### src/pll_clk_defines.svh
// pll_clk_defines.svh: offsets, field positions, reset values and fixed ratios
// of the pll clock configuration block; assumes a byte-addressed 32-bit bus.
`ifndef PLL_CLK_DEFINES_SVH
`define PLL_CLK_DEFINES_SVH

// ----------------------------------------------------------------------------
// register byte offsets
// ----------------------------------------------------------------------------
`define OFS_SYNTH      5'h00
`define OFS_REF_DIVIDE_FIELD     5'h04
`define OFS_POST_DIVIDE_FIELD    5'h08
`define OFS_FLAGS      5'h0C
`define OFS_CTRL       5'h10
`define OFS_IRQEN      5'h14
`define OFS_RATIO      5'h18

// ----------------------------------------------------------------------------
// field positions
// ----------------------------------------------------------------------------
`define BIT_TIMEOUT    7
`define BIT_POWERON_RESET_FLAG       6
`define BIT_LOWVOLT_RESET_FLAG       5
`define BIT_LOCKCHG    4
`define BIT_LOCK       3
`define BIT_BADADDR    2
`define BIT_OSCCHG     1
`define BIT_OSCQ       0
`define BIT_PLL_SOURCE_SELECT     7
`define BIT_EXTOSC     1
`define BIT_PROTECT    0

// ----------------------------------------------------------------------------
// reset values and fixed ratios
// ----------------------------------------------------------------------------
`define RST_SYNTH      8'h01
`define RST_REF_DIVIDE_FIELD     8'h00
`define RST_POST_DIVIDE_FIELD    5'h03
`define UNLOCK_RATIO   6'h04
`define BUS_RATIO      2'h2
`define FIXED_REF_RNG  2'h0

`endif

### src/pll_clk_pkg.sv
// pll_clk_pkg: types shared by the pll clock configuration block.
// assumes pll_clk_defines.svh supplies the numeric constants.
package pll_clk_pkg;

  // settings handed to the analog pll and the clock tree
  typedef struct packed {
    logic [1:0] vco_range_field;
    logic [5:0] multiplier_field;
    logic [1:0] ref_range_field;
    logic [3:0] ref_divide_field;
    logic [4:0] post_divide_field;
    logic       ext_osc_enable;
  } pll_cfg_t;

  // frequency ratios that follow from the settings and the lock state
  typedef struct packed {
    logic [7:0] vco_mult;
    logic [5:0] pll_div;
    logic [7:0] bus_div;
  } pll_ratio_t;

endpackage : pll_clk_pkg

### src/pll_clock_config_and_flags.sv
// pll_clock_config_and_flags: pll settings, post divider and status flags,
// reached over an avalon-mm slave with waitrequest.
// assumes lock_i and osc_good_i come from the analog side on other clocks,
// all other inputs are synchronous to mclk_i.
`timescale 1ns/1ps
`include "pll_clk_defines.svh"

// Notes on behaviour
// RULE1: pll writes need protect clear, pll select set
// RULE2: accepted pll write clears lock and osc status
// RULE3: vco equals twice reference times multiplier plus one
// RULE4: software picks vco range code per frequency
// RULE5: reference is oscillator divided, else internal 1mhz
// RULE6: software picks reference range code per frequency
// RULE7: internal reference fixes filter at lowest range
// RULE8: post divider writable only with pll select
// RULE9: pll output is vco over post or four
// RULE10: bus clock is half pll output
// RULE11: timeout flag bit7, write one clears, irq
// RULE12: power-on flag bit6, kept over system reset
// RULE13: low-voltage flag bit5, also set at power-on
// RULE14: bad-address flag bit2, cleared at power-on
// RULE15: lock change flag bit4, either direction, irq
// RULE16: lock status bit3 read only
// RULE17: osc change flag bit1, write one clears, irq
// RULE18: osc status cleared on full stop, gates can clock
// RULE19: losing lock clears osc status except pseudo stop
// RULE20: pll keeps running at all times
// RULE21: pll select forced while osc not qualified
// RULE22: flag set beats same-cycle clear
module pll_clock_config_and_flags
  import pll_clk_pkg::*;
(
  input  wire logic        mclk_i,
  input  wire logic        rst_i,
  input  wire logic        ce_i,
  input  wire logic        por_i,
  input  wire logic        lvr_i,
  input  wire logic        bad_addr_rst_i,
  input  wire logic        rti_timeout_i,
  input  wire logic        full_stop_i,
  input  wire logic        pseudo_stop_i,
  input  wire logic        lock_i,
  input  wire logic        osc_good_i,
  input  wire logic [4:0]  avs_address,
  input  wire logic        avs_read,
  input  wire logic        avs_write,
  input  wire logic [31:0] avs_writedata,
  input  wire logic [3:0]  avs_byteenable,
  output logic      [31:0] avs_readdata,
  output logic             avs_waitrequest,
  output pll_cfg_t         pll_cfg_o,
  output logic      [1:0]  filter_range_o,
  output pll_ratio_t       ratio_o,
  output logic             pll_run_o,
  output logic             pll_restart_o,
  output logic             pll_source_select_o,
  output logic             can_osc_clk_en_o,
  output logic             irq_o
);

  // --------------------------------------------------------------------------
  // state
  // --------------------------------------------------------------------------
  logic [7:0]  synth_r;
  logic [7:0]  ref_divide_field_r;
  logic [4:0]  post_divide_field_r;
  logic        pll_sel_r;
  logic        ext_osc_r;
  logic        protect_r;
  logic        irqen_timeout_r;
  logic        irqen_lock_r;
  logic        irqen_osc_r;
  logic        timeout_flag_r;
  logic        poweron_flag_r;
  logic        lowvolt_flag_r;
  logic        lock_chg_flag_r;
  logic        bad_addr_flag_r;
  logic        osc_chg_flag_r;
  logic        lock_r;
  logic        osc_q_r;
  logic        relock_wait_r;
  logic        restart_r;
  logic        lock_meta_r;
  logic        lock_sync_r;
  logic        osc_meta_r;
  logic        osc_sync_r;
  logic        done_r;
  logic [31:0] rdata_r;
  pll_ratio_t  ratio_r;
  logic [1:0]  filter_r;

  // --------------------------------------------------------------------------
  // bus decode
  // --------------------------------------------------------------------------
  // map by byte offset: 00 synthesizer, 04 reference divider, 08 post
  // divider, 0C flags, 10 control (pll select, ext osc, protect), 14 irq
  // enables, 18 ratios (read only); other offsets read 0, writes vanish.
  // only byte lane 0 holds writable register bits, so a write without it is dropped
  // one wait state: the request is taken at the edge where done_r is high
  wire         req      = avs_read | avs_write;
  wire         take     = req & done_r;
  wire         wr_take  = avs_write & take & avs_byteenable[0];
  wire [7:0]   wd       = avs_writedata[7:0];
  wire         hit_syn  = avs_address == `OFS_SYNTH;
  wire         hit_ref  = avs_address == `OFS_REF_DIVIDE_FIELD;
  wire         hit_post = avs_address == `OFS_POST_DIVIDE_FIELD;
  wire         hit_flag = avs_address == `OFS_FLAGS;
  wire         hit_ctrl = avs_address == `OFS_CTRL;
  wire         hit_irq  = avs_address == `OFS_IRQEN;
  wire         hit_rat  = avs_address == `OFS_RATIO;

  // RULE1: protect and pll select gate
  wire         pll_wr_ok  = ~protect_r & pll_sel_r;
  wire         wr_syn     = wr_take & hit_syn & pll_wr_ok;
  wire         wr_ref     = wr_take & hit_ref & pll_wr_ok;
  // RULE8: post divider needs pll select
  wire         wr_post    = wr_take & hit_post & pll_sel_r;
  wire         wr_flag    = wr_take & hit_flag;
  wire         wr_ctrl    = wr_take & hit_ctrl & ~protect_r;
  wire         wr_write_protect    = wr_take & hit_ctrl;
  wire         wr_irq     = wr_take & hit_irq;
  // RULE2: accepted pll write drops lock
  wire         pll_change = wr_syn | wr_ref;

  // --------------------------------------------------------------------------
  // lock and oscillator status
  // --------------------------------------------------------------------------
  // after a retune the old lock report is not trusted until the pll has
  // reported unlock once; this hides a stale lock from the analog side
  wire         wait_nxt  = pll_change | (relock_wait_r & lock_sync_r);
  wire         lock_nxt  = lock_sync_r & ~wait_nxt;
  // RULE19: lock loss drops osc status
  wire         lock_ok   = lock_nxt | pseudo_stop_i;
  // RULE18: full stop drops osc status
  wire         osc_nxt   = osc_sync_r & lock_ok & ~full_stop_i & ~pll_change;
  wire         lock_evt  = lock_nxt ^ lock_r;
  wire         osc_evt   = osc_nxt ^ osc_q_r;

  // --------------------------------------------------------------------------
  // flag next values
  // --------------------------------------------------------------------------
  // RULE22: set terms sit outside the clear
  // RULE11: timeout flag
  wire clr_to   = wr_flag & wd[`BIT_TIMEOUT];
  wire to_nxt   = rti_timeout_i | (timeout_flag_r & ~clr_to);
  // RULE12: power-on flag
  wire clr_por  = wr_flag & wd[`BIT_POWERON_RESET_FLAG];
  wire por_nxt  = poweron_flag_r & ~clr_por;
  // RULE13: low-voltage flag
  wire clr_lvr  = wr_flag & wd[`BIT_LOWVOLT_RESET_FLAG];
  wire lvr_nxt  = lvr_i | (lowvolt_flag_r & ~clr_lvr);
  // RULE14: bad-address flag
  wire clr_bad  = wr_flag & wd[`BIT_BADADDR];
  wire bad_nxt  = bad_addr_rst_i | (bad_addr_flag_r & ~clr_bad);
  // lock_evt also fires on the forced drop after a retune
  // RULE15: lock change flag
  wire clr_lck  = wr_flag & wd[`BIT_LOCKCHG];
  wire lck_nxt  = lock_evt | (lock_chg_flag_r & ~clr_lck);
  // RULE17: osc change flag
  wire clr_osc  = wr_flag & wd[`BIT_OSCCHG];
  wire oscf_nxt = osc_evt | (osc_chg_flag_r & ~clr_osc);

  // --------------------------------------------------------------------------
  // pll select
  // --------------------------------------------------------------------------
  // RULE21: forced while osc unqualified
  wire sel_nxt  = ~osc_nxt | (wr_ctrl ? wd[`BIT_PLL_SOURCE_SELECT] : pll_sel_r);

  // --------------------------------------------------------------------------
  // read mux
  // --------------------------------------------------------------------------
  wire [7:0] flag_rd = {timeout_flag_r, poweron_flag_r, lowvolt_flag_r,
                        lock_chg_flag_r,
                        // RULE16: lock status read only
                        lock_r,
                        bad_addr_flag_r, osc_chg_flag_r, osc_q_r};
  wire [7:0] ctrl_rd = {pll_sel_r, 5'h00, ext_osc_r, protect_r};
  wire [7:0] irq_rd  = {irqen_timeout_r, 2'h0, irqen_lock_r,
                        2'h0, irqen_osc_r, 1'h0};
  wire [7:0] ref_rd  = {ref_divide_field_r[7:6], 2'h0, ref_divide_field_r[3:0]};
  wire [31:0] rd_mux =
      hit_syn  ? {24'h000000, synth_r} :
      hit_ref  ? {24'h000000, ref_rd} :
      hit_post ? {27'h0000000, post_divide_field_r} :
      hit_flag ? {24'h000000, flag_rd} :
      hit_ctrl ? {24'h000000, ctrl_rd} :
      hit_irq  ? {24'h000000, irq_rd} :
      hit_rat  ? {10'h000, ratio_o} :
                 32'h00000000;

  // --------------------------------------------------------------------------
  // frequency ratios
  // --------------------------------------------------------------------------
  // RULE3: vco factor 2 x (m + 1)
  wire [7:0] vco_mult = {1'b0, synth_r[5:0], 1'b0} + 8'h02;
  // RULE9: divide by four while unlocked
  wire [5:0] pll_div  = lock_r ? ({1'b0, post_divide_field_r} + 6'h01) : `UNLOCK_RATIO;
  // RULE10: bus runs at half the selected source
  wire [7:0] bus_div  = pll_sel_r ? {1'b0, pll_div, 1'b0} : {6'h00, `BUS_RATIO};
  wire pll_ratio_t ratio_nxt  = {vco_mult, pll_div, bus_div};
  // RULE7: internal reference pins the filter
  wire [1:0]       filter_nxt = ext_osc_r ? ref_divide_field_r[7:6] : `FIXED_REF_RNG;

  // --------------------------------------------------------------------------
  // registered ratio and filter outputs
  // --------------------------------------------------------------------------
  // these follow the registers one edge late; they update under reset too,
  // so a reset held two edges leaves them matching the reset settings and
  // the reset branch stays free of derived values
  always_ff @(posedge mclk_i) begin
    if (rst_i | por_i | ce_i) begin
      ratio_r  <= ratio_nxt;
      filter_r <= filter_nxt;
    end
  end

  // --------------------------------------------------------------------------
  // synchronisers for analog status
  // --------------------------------------------------------------------------
  // only the second stage is read; the first may settle late
  always_ff @(posedge mclk_i) begin
    if (rst_i | por_i) begin
      lock_meta_r <= 1'b0;
      lock_sync_r <= 1'b0;
      osc_meta_r  <= 1'b0;
      osc_sync_r  <= 1'b0;
    end else if (ce_i) begin
      lock_meta_r <= lock_i;
      lock_sync_r <= lock_meta_r;
      osc_meta_r  <= osc_good_i;
      osc_sync_r  <= osc_meta_r;
    end
  end

  // --------------------------------------------------------------------------
  // bus handshake
  // --------------------------------------------------------------------------
  // done_r freezes with ce_i, so a request made while ce_i is low stays
  // in its wait state until the enable returns
  always_ff @(posedge mclk_i) begin
    if (rst_i | por_i) begin
      done_r  <= 1'b0;
      rdata_r <= 32'h00000000;
    end else if (ce_i) begin
      done_r <= req & ~done_r;
      if (avs_read & ~done_r) begin
        rdata_r <= rd_mux;
      end
    end
  end

  // --------------------------------------------------------------------------
  // configuration registers
  // --------------------------------------------------------------------------
  always_ff @(posedge mclk_i) begin
    if (rst_i | por_i) begin
      synth_r   <= `RST_SYNTH;
      ref_divide_field_r  <= `RST_REF_DIVIDE_FIELD;
      post_divide_field_r <= `RST_POST_DIVIDE_FIELD;
    end else if (ce_i) begin
      if (wr_syn) begin
        synth_r <= wd;
      end
      if (wr_ref) begin
        ref_divide_field_r <= {wd[7:6], 2'h0, wd[3:0]};
      end
      if (wr_post) begin
        post_divide_field_r <= wd[4:0];
      end
    end
  end

  always_ff @(posedge mclk_i) begin
    if (rst_i | por_i) begin
      pll_sel_r       <= 1'b1;
      ext_osc_r       <= 1'b0;
      protect_r       <= 1'b0;
      irqen_timeout_r <= 1'b0;
      irqen_lock_r    <= 1'b0;
      irqen_osc_r     <= 1'b0;
    end else if (ce_i) begin
      pll_sel_r <= sel_nxt;
      if (wr_ctrl) begin
        ext_osc_r <= wd[`BIT_EXTOSC];
      end
      if (wr_write_protect) begin
        protect_r <= wd[`BIT_PROTECT];
      end
      if (wr_irq) begin
        irqen_timeout_r <= wd[`BIT_TIMEOUT];
        irqen_lock_r    <= wd[`BIT_LOCKCHG];
        irqen_osc_r     <= wd[`BIT_OSCCHG];
      end
    end
  end

  // --------------------------------------------------------------------------
  // status and event flags
  // --------------------------------------------------------------------------
  always_ff @(posedge mclk_i) begin
    if (rst_i | por_i) begin
      timeout_flag_r  <= 1'b0;
      lock_chg_flag_r <= 1'b0;
      osc_chg_flag_r  <= 1'b0;
      lock_r          <= 1'b0;
      osc_q_r         <= 1'b0;
      relock_wait_r   <= 1'b0;
      restart_r       <= 1'b0;
    end else if (ce_i) begin
      timeout_flag_r  <= to_nxt;
      lock_chg_flag_r <= lck_nxt;
      osc_chg_flag_r  <= oscf_nxt;
      lock_r          <= lock_nxt;
      osc_q_r         <= osc_nxt;
      relock_wait_r   <= wait_nxt;
      restart_r       <= pll_change;
    end
  end

  // reset causes survive system reset; only power-on redefines them
  always_ff @(posedge mclk_i) begin
    if (por_i) begin
      // RULE12: set at power-on
      poweron_flag_r  <= 1'b1;
      // RULE13: set at power-on too
      lowvolt_flag_r  <= 1'b1;
      // RULE14: cleared at power-on
      bad_addr_flag_r <= 1'b0;
    end else if (ce_i) begin
      poweron_flag_r  <= por_nxt;
      lowvolt_flag_r  <= lvr_nxt;
      bad_addr_flag_r <= bad_nxt;
    end
  end

  // --------------------------------------------------------------------------
  // outputs
  // --------------------------------------------------------------------------
  assign avs_waitrequest = req & ~done_r;
  assign avs_readdata    = rdata_r;

  always_comb begin
    pll_cfg_o.vco_range_field   = synth_r[7:6];
    pll_cfg_o.multiplier_field  = synth_r[5:0];
    pll_cfg_o.ref_range_field   = ref_divide_field_r[7:6];
    // RULE5: divider only matters with ext osc
    pll_cfg_o.ref_divide_field  = ref_divide_field_r[3:0];
    pll_cfg_o.post_divide_field = post_divide_field_r;
    pll_cfg_o.ext_osc_enable    = ext_osc_r;
  end

  assign filter_range_o = filter_r;
  assign ratio_o        = ratio_r;

  // RULE20: the vco also feeds the oscillator filter, so it never stops
  assign pll_run_o = 1'b1;

  // one-cycle pulse telling the analog side that its synthesizer or reference divider settings moved
  assign pll_restart_o       = restart_r;
  assign pll_source_select_o = pll_sel_r;

  // RULE18: can oscillator clock gate
  assign can_osc_clk_en_o = osc_q_r;

  // RULE11: timeout request
  // RULE15: lock change request
  // RULE17: osc change request
  assign irq_o = (timeout_flag_r & irqen_timeout_r) |
                 (lock_chg_flag_r & irqen_lock_r) |
                 (osc_chg_flag_r & irqen_osc_r);

endmodule : pll_clock_config_and_flags

### config.mk
export PLATFORM = sky130hd
export DESIGN_NAME = pll_clock_config_and_flags
export DESIGN_NICKNAME = d
export VERILOG_FILES = /design/src/pll_clk_pkg.sv /design/src/pll_clock_config_and_flags.sv
export VERILOG_INCLUDE_DIRS = /design/src /design/src/src
export SDC_FILE = /design/constraint.sdc
export NUM_CORES = 1
export LEC_CHECK = 0
export ABC_AREA = 1
export ABC_CLOCK_PERIOD_IN_PS = 2500
export BUFFER_PORTS_ARGS = -buffer_cell sky130_fd_sc_hd__buf_2
export CORE_MARGIN = 3
export CORE_UTILIZATION = 53
export CTS_CLUSTER_DIAMETER = 80
export CTS_CLUSTER_SIZE = 16
export DETAILED_ROUTE_END_ITERATION = 10
export GPL_TIMING_DRIVEN = 1
export MAX_ROUTING_LAYER = met4
export PLACE_DENSITY = 0.85
export SYNTH_ARGS = -nofsm -noshare
export SYNTH_HDL_FRONTEND = slang
export SYNTH_SLANG_ARGS = --single-unit
### constraint.sdc
create_clock -name mclk_i -period 2.5 [get_ports mclk_i]
set_input_delay 0.125 -clock mclk_i [delete_from_list [all_inputs] [get_ports mclk_i]]
set_output_delay 0.125 -clock mclk_i [all_outputs]
set_load 0.005 [all_outputs]
==> results.md, run 1 <==
* First-pass DRT Iterations at 5
* Setup_tns at 0 ps
* Post-synth top area share at 0.3354
* Leak at 1.985 nW
* Synth Instances at 445
* Max cap viols at 0
* Critical path startpoint category: register
* Maximum vdd drop at 0.3746 mV
* N_diodes at 0
* Hold Fails Final Rpt at 0
* Clk Latency, worst-skew pair at 360 ps
* Setup Fix Bufs, Post-CTS at 0
* Run status: finished, final reports clean
* Initial antenna violation count at 0
* Cell area after synthesis at 3641 um^2
* Sequential fraction of the synthesis area at 0.5086
* CP Data Required Time at 2720 ps
* Wire per inst at 15.37 um
* Dpl hpwl at 6815 um
* CTS tree: yes
* Worst-path fanout max at 14
* Ranking of synthesized cells by area: dfxtp_1 34%, edfxtp_1 17%, nand2_1 7.6%
* Net Sw Frac at 0.2397
* Dpl cells at 601
* Area Overhead vs Synth at 19.14%
* Synth unique cells at 31
* FFs w/ async S/R, synth at 0
* Post-route cell area at 4338 um^2
* Fraction of layout cells with a size suffix above 1 at 0.2316
* FF-to-FF setup slack at 730 ps
* Clk buf depth at 2
* Crit path buf inv count at 1
* Dpl cell area at 4085 um^2
* Drt drc at 0
* Die Width at 88.89 um
* First-pass GRT wire length at 14800 um
* Syn avg cell area at 8.182 um^2
* Largest net degree at the start of global routing at 44
* Dominant cell type by area after synthesis: dfxtp_1
* WS Path Type: register to register
* Root Buffer: clkbuf_8
* Cell with the most instances after synthesis: nand2_1
* Total power at 2.579 mW
* Number of I/O pins at 136
* Clock H-tree levels at 3
* Crit path capture type: register
* Fmax at 0.5660 GHz
* Max incr delay on CP at 490 ps
* Power share of the sequential group at 0.539
* Final min period at 1767 ps
* Clk slew on worst S/H paths at 80 ps
* Total track usage at 0.2529
* Initial Util at 0.5606
* Detailed Route WL at 9543 um
* Vert. Die Dim at 88.89 um
* Relative slew slack at 0.6363
* Gates resized, CTS repair at 0
* Commonest cells in the netlist: 74 x nand2_1, 61 x dfxtp_1, 50 x o21ai_0, 45 x inv_1
* CTS Hold Buffers Added at 4
* Cts bufs inserted at 9
* Final setup violation count at 0
* Net Switching at 0.6183 mW
* Internal Pwr Total at 1.961 mW
* Count of input and output buffers at 93
* Vias in the first global route at 3095
* Least-Margin Pin Slew at 542.2 ps
* WHS at 19.91 ps
* Die ar. at 7901 um^2
* Final period util at 0.7067
* DR vias/cell at 5.494
* Fin. max-slew vios at 0
* Routed via count at 3412
* Post-synth EDFFs at 21
* Ys Warns at 0
* Clock power frac at 0.397
* GRT overflow at 0
* Finished Layout Cells at 621
* # rows at 29
* Slowest CP cell: dfxtp_1
* Setup Skew at 7.989 ps
* Final #Nets at 595
* Arrival @ worst endpoint at 1990 ps
* Iter 0 DRT Violations at 346
* Hold crit path type: primary input to register
* Logic pwr share at 0.063
* Critical-path cell list: inv_2 > nor3_4 > nand3_2 > nor2_1 > a211oi_2
* Post-synthesis sequential element count at 82
* Detail Route Antenna Nets at 0
* Pwr per Cell Area at 594.6 nW/um^2
* Ys flop type: dfxtp_1
* Top delay family on crit path: simple AND/OR/NAND/NOR gates
* RSZ-0062 raised after global routing: no
* Area of the core at 6495 um^2
* CTS Sinks at 82
* Final GP Congestion at 0.9214
-- per-layer routing --
layer | global-route usage | vias to the layer above | wire length (um)
li1 | - | 1643 | -
met1 | 0.3090 | 1559 | 3826
met2 | 0.4035 | 179 | 4569
met3 | 0.06704 | 31 | 911
met4 | 0.08929 | 0 | 235
met5 | - | - | 0
-- through the flow --
stage,utilization,setup WS (ps)
global route,0.6679,629.5
global placement,0.6290,850.3
CTS,0.6679,765.2
detailed placement,0.6290,819.0
finish,0.6679,733.3
floorplan,-,1137
-- path summary, 6_finish.rpt --
| kind | from | endpoint | depth (start not counted) |
|---|---|---|---|
| max | pll_source_select_o | synth_r[3] | 5 |
| min | rti_timeout_i | timeout_flag_r | 3 |
| max reg2reg | pll_source_select_o | synth_r[3] | 5 |
| min reg2reg | lowvolt_flag_r | lowvolt_flag_r | 2 |
-- power groups by stage --
stage | Sequential [mW] | Combinational (mW) | Clock [mW]
2_1_floorplan | 1.42 | 0.0973 | 0
3_3_place_gp | 1.42 | 0.151 | 0
3_5_place_dp | 1.42 | 0.156 | 0
4_1_cts | 1.39 | 0.162 | 1.03
5_1_grt | 1.39 | 0.183 | 1.08
6_report | 1.39 | 0.163 | 1.03
-- area by class of cell --
| type | instances | area (um^2) |
|---|---|---|
| fill | 522 | 2157 |
| multi-input combinational | 296 | 1461 |
| sequential | 82 | 1852 |
| timing repair buffer | 100 | 528.0 |
| clock buffer | 11 | 152.6 |
| inverter | 50 | 187.7 |
| tap | 77 | 96.34 |
| clock inverter | 5 | 60.06 |
-- worst min-delay path: stages --
cell and delay [ps]:
buf_2 70, nand3_1 70, nand2_1 70
-- registers in the layout, summed over array words and instances, names as in the netlist, 2 cells and up --
name and count:
synth_r 8, ref_divide_field_r 6, avs_readdata 21, ratio_o 19, post_divide_field_r 5, filter_range_o 2
-- cells by family after synthesis --
logic type / after synthesis / synth area share
AO/OA/AOI/OAI: 107 / 0.1639
XOR/XNOR: 5 / 0.01203
adder cells (fa/ha/maj): 2 / 0.006872
buffers and inverters: 80 / 0.1041
flip-flops: 82 / 0.5086
other: 2 / 0.002063
AND/OR/NAND/NOR: 167 / 0.2024
-- cells in the final DEF, fill, tap and decap left out, types with 8 or more instances in the layout --
cell and count:
a21oi_1 41, buf_2 93, clkbuf_8 9, conb_1 15
dfxtp_1 61, edfxtp_1 21, inv_1 45, nand2_1 74
nand3_1 30, nor2_1 40, nor3_1 8, o21ai_0 50
Power figures use the tool's default switching activity.
==> inputs of run 2 (changes only) <==
- ABC_CLOCK_PERIOD_IN_PS: 2500 -> 1830
- CORE_UTILIZATION: 53 -> 49
- PLACE_DENSITY: 0.85 -> 0.8
- clock period: 2.5 -> 1.83 ns (I/O delays scaled with it)
==> run 2 against run 1 <==
Net effect: final cell count up 4.8%; setup slack got worse by 440 ps; die area is 7.6% higher; non-clock buffer count grew 11; clock power grew 29%; sequential share of layout area is 1.0 points lower; critical endpoint is now synth_r[7]; largest cell class unchanged.
==> results.md, run 2 (same netlist as run 1, synthesis figures left out) <==
* Crit path buf inv count at 0 (-1)
* Cts bufs inserted at 9 (unchanged)
* Number of I/O pins at 136 (unchanged)
* Critical-path cell list: nand3_1 > nor3_4 > nand3_2 > nor2_1 > nor3_1
* CP Data Required Time at 2060 ps (-660 ps)
* Commonest non-fill, non-tap cell in the layout: buf_2
* Slowest CP cell: dfxtp_1
* Critical path startpoint category: register
* Commonest cells after routing, fill and taps aside: 93 x buf_2, 74 x nand2_1, 61 x dfxtp_1
* Final period util at 0.8412 (+0.1345)
* First-pass DRT Iterations at 5 (unchanged)
* Fillers at 627 (+20%)
* R2R depth at 5 (unchanged)
* Final GP Congestion at 0.9034 (-2.0%)
* WS Path Type: register to register
* Final setup violation count at 0 (unchanged)
* Fraction of layout cells with a size suffix above 1 at 0.2432 (+0.01163)
* Internal Pwr Total at 2.599 mW (+33%)
* Area of the core at 6982 um^2 (+7.5%)
* Critical R2R Launch: done_r
* Hold Fails Final Rpt at 0 (unchanged)
* Final #Nets at 606 (+1.8%)
* Net Switching at 0.8683 mW (+40%)
* N_diodes at 0 (unchanged)
* Hold_sp: avs_writedata[1]
* Die Width at 92.20 um (+3.7%)
* Hold EP: synth_r[1]
* Root Buffer: clkbuf_8
* Vert. Die Dim at 92.20 um (+3.7%)
* Total power at 3.467 mW (+34%)
* Hold crit path type: primary input to register
* # rows at 30 (+3.4%)
* Routed met2 length at 4512 um (-1.2%)
* Die ar. at 8501 um^2 (+7.6%)
* Setup Skew at 7.745 ps (-0.2436 ps)
* Power share of the sequential group at 0.548 (+0.009)
* First-pass GRT wire length at 15150 um (+2.4%)
* Least-Margin Pin Slew at 508.2 ps (-34.05 ps)
* R2r endpoint: synth_r[7]
* Clk slew on worst S/H paths at 90 ps (about the same)
* Final min period at 1539 ps (-227.3 ps)
* Crit path capture type: register
* Largest register FFs at 21 (unchanged)
* Post-route cell area at 4444 um^2 (+2.5%)
* Wl on met1 at 3962 um (+3.6%)
* Pwr per Cell Area at 780.1 nW/um^2 (+31%)
* Drt drc at 0 (unchanged)
* Initial Util at 0.5215 (-0.03908)
* CTS tree: yes
* Iter 0 DRT Violations at 233 (-33%)
* CTS Sinks at 82 (unchanged)
* Largest net degree at the start of global routing at 31 (-30%)
* FF-to-FF setup slack at 290 ps (-440 ps)
* RSZ-0062 raised after global routing: no
* Clk buf depth at 2 (unchanged)
* Leak at 2.033 nW (+2.5%)
* Run status: finished, final reports clean
* Worst hold path depth at 3 (unchanged)
* DR vias/cell at 5.200 (-5.4%)
* Dpl hpwl at 7032 um (+3.2%)
* Gates resized, CTS repair at 0 (unchanged)
* Logic pwr share at 0.069 (+0.006)
* Arrival @ worst endpoint at 1770 ps (-220 ps)
* Wire per inst at 14.51 um (-5.6%)
* Dpl cells at 628 (+4.5%)
* Fin. max-slew vios at 0 (unchanged)
* Relative slew slack at 0.6609 (+0.02456)
* Top delay family on crit path: simple AND/OR/NAND/NOR gates
* Clk Latency, worst-skew pair at 370 ps (about the same)
* Metal3 WL at 720 um (-21%)
* Detail Route Antenna Nets at 0 (unchanged)
* Fmax at 0.6496 GHz (+15%)
* Highest metal used: met4
* Clock power frac at 0.383 (-0.014)
* GRT overflow at 0 (unchanged)
* Area Overhead vs Synth at 22.06%
* Final core utilization at 0.6366 (-0.03133)
* Routed via count at 3385 (-0.79%)
* Initial antenna violation count at 0 (unchanged)
* Dpl cell area at 4169 um^2 (+2.1%)
* Max cap viols at 0 (unchanged)
* Finished Layout Cells at 651 (+4.8%)
* Vias in the first global route at 3107 (+0.39%)
* Worst-path fanout max at 14 (unchanged)
* Count of input and output buffers at 93 (unchanged)
* Net Sw Frac at 0.2504 (+0.01071)
* Setup_tns at 0 ps (unchanged)
* Clock H-tree levels at 3 (unchanged)
* Detailed Route WL at 9445 um (-1.0%)
* Maximum vdd drop at 0.4870 mV (+30%)
* Total track usage at 0.2344 (-0.01851)
* Max incr delay on CP at 350 ps (-140 ps)
-- run 2: changes by cell type in the layout (fill, tap and decap cells not counted) --
cell           change
buf_4              +8
dlygate4sd3_1      +3
bufinv_16          -1
clkbuf_1           -1
clkbuf_8           +1
clkinv_2           -1
clkinv_4           +1
inv_6              +1
-- run 2: power groups by stage --
stage	Sequential [mW]	Clock, mW	Combinational [mW]
floorplan	1.94	0	0.133
detailed placement	1.94	0	0.224
finish	1.90	1.33	0.238
global placement	1.94	0	0.219
CTS	1.90	1.36	0.236
global route	1.90	1.42	0.264
-- run 2: how the worst max path moves through the flow --
stage / depth (start not counted) / from / to
global placement: 5 / done_r / synth_r[6]
global route: 5 / done_r / synth_r[4]
floorplan: 6 / pll_source_select_o / synth_r[5]
CTS: 5 / done_r / synth_r[7]
detailed placement: 5 / done_r / synth_r[5]
finish: 5 / done_r / synth_r[7]
-- run 2: layer usage --
| metal | track usage | vias to the layer above |
|---|---|---|
| li1 | - | 1676 |
| met1 | 0.2929 | 1538 |
| met2 | 0.3741 | 148 |
| met3 | 0.04430 | 23 |
| met4 | 0.09777 | 0 |
| met5 | - | - |
-- run 2: tightest hold or removal path, stage by stage --
cell,delay [ps]
buf_2,90
nor2_1,50
a211oi_2,120
-- run 2: area by class of cell --
cell class / instances / area, um^2 / area share
multi-input combinational: 296 / 1461 / 0.3288
tap: 96 / 120.1 / 0.02703
inverter: 50 / 187.7 / 0.04223
timing repair buffer: 111 / 618.1 / 0.1391
clock inverter: 5 / 42.54 / 0.009572
sequential: 82 / 1852 / 0.4167
clock buffer: 11 / 162.7 / 0.03660
-- run 2: what timing repair did --
action                    CTS  global route
hold buffers                7             0
setup buffers               0             0
hold endpoints to repair    7             0
-- run 2: per-stage QoR --
stage | hold WS (ps) | setup WS, ps
floorplan | 160.6 | 466.6
global placement | 323.1 | 310.5
detailed placement | 330.5 | 308.5
CTS | 3.172 | 289.0
global route | 27.76 | 145.6
finish | 22.29 | 290.6
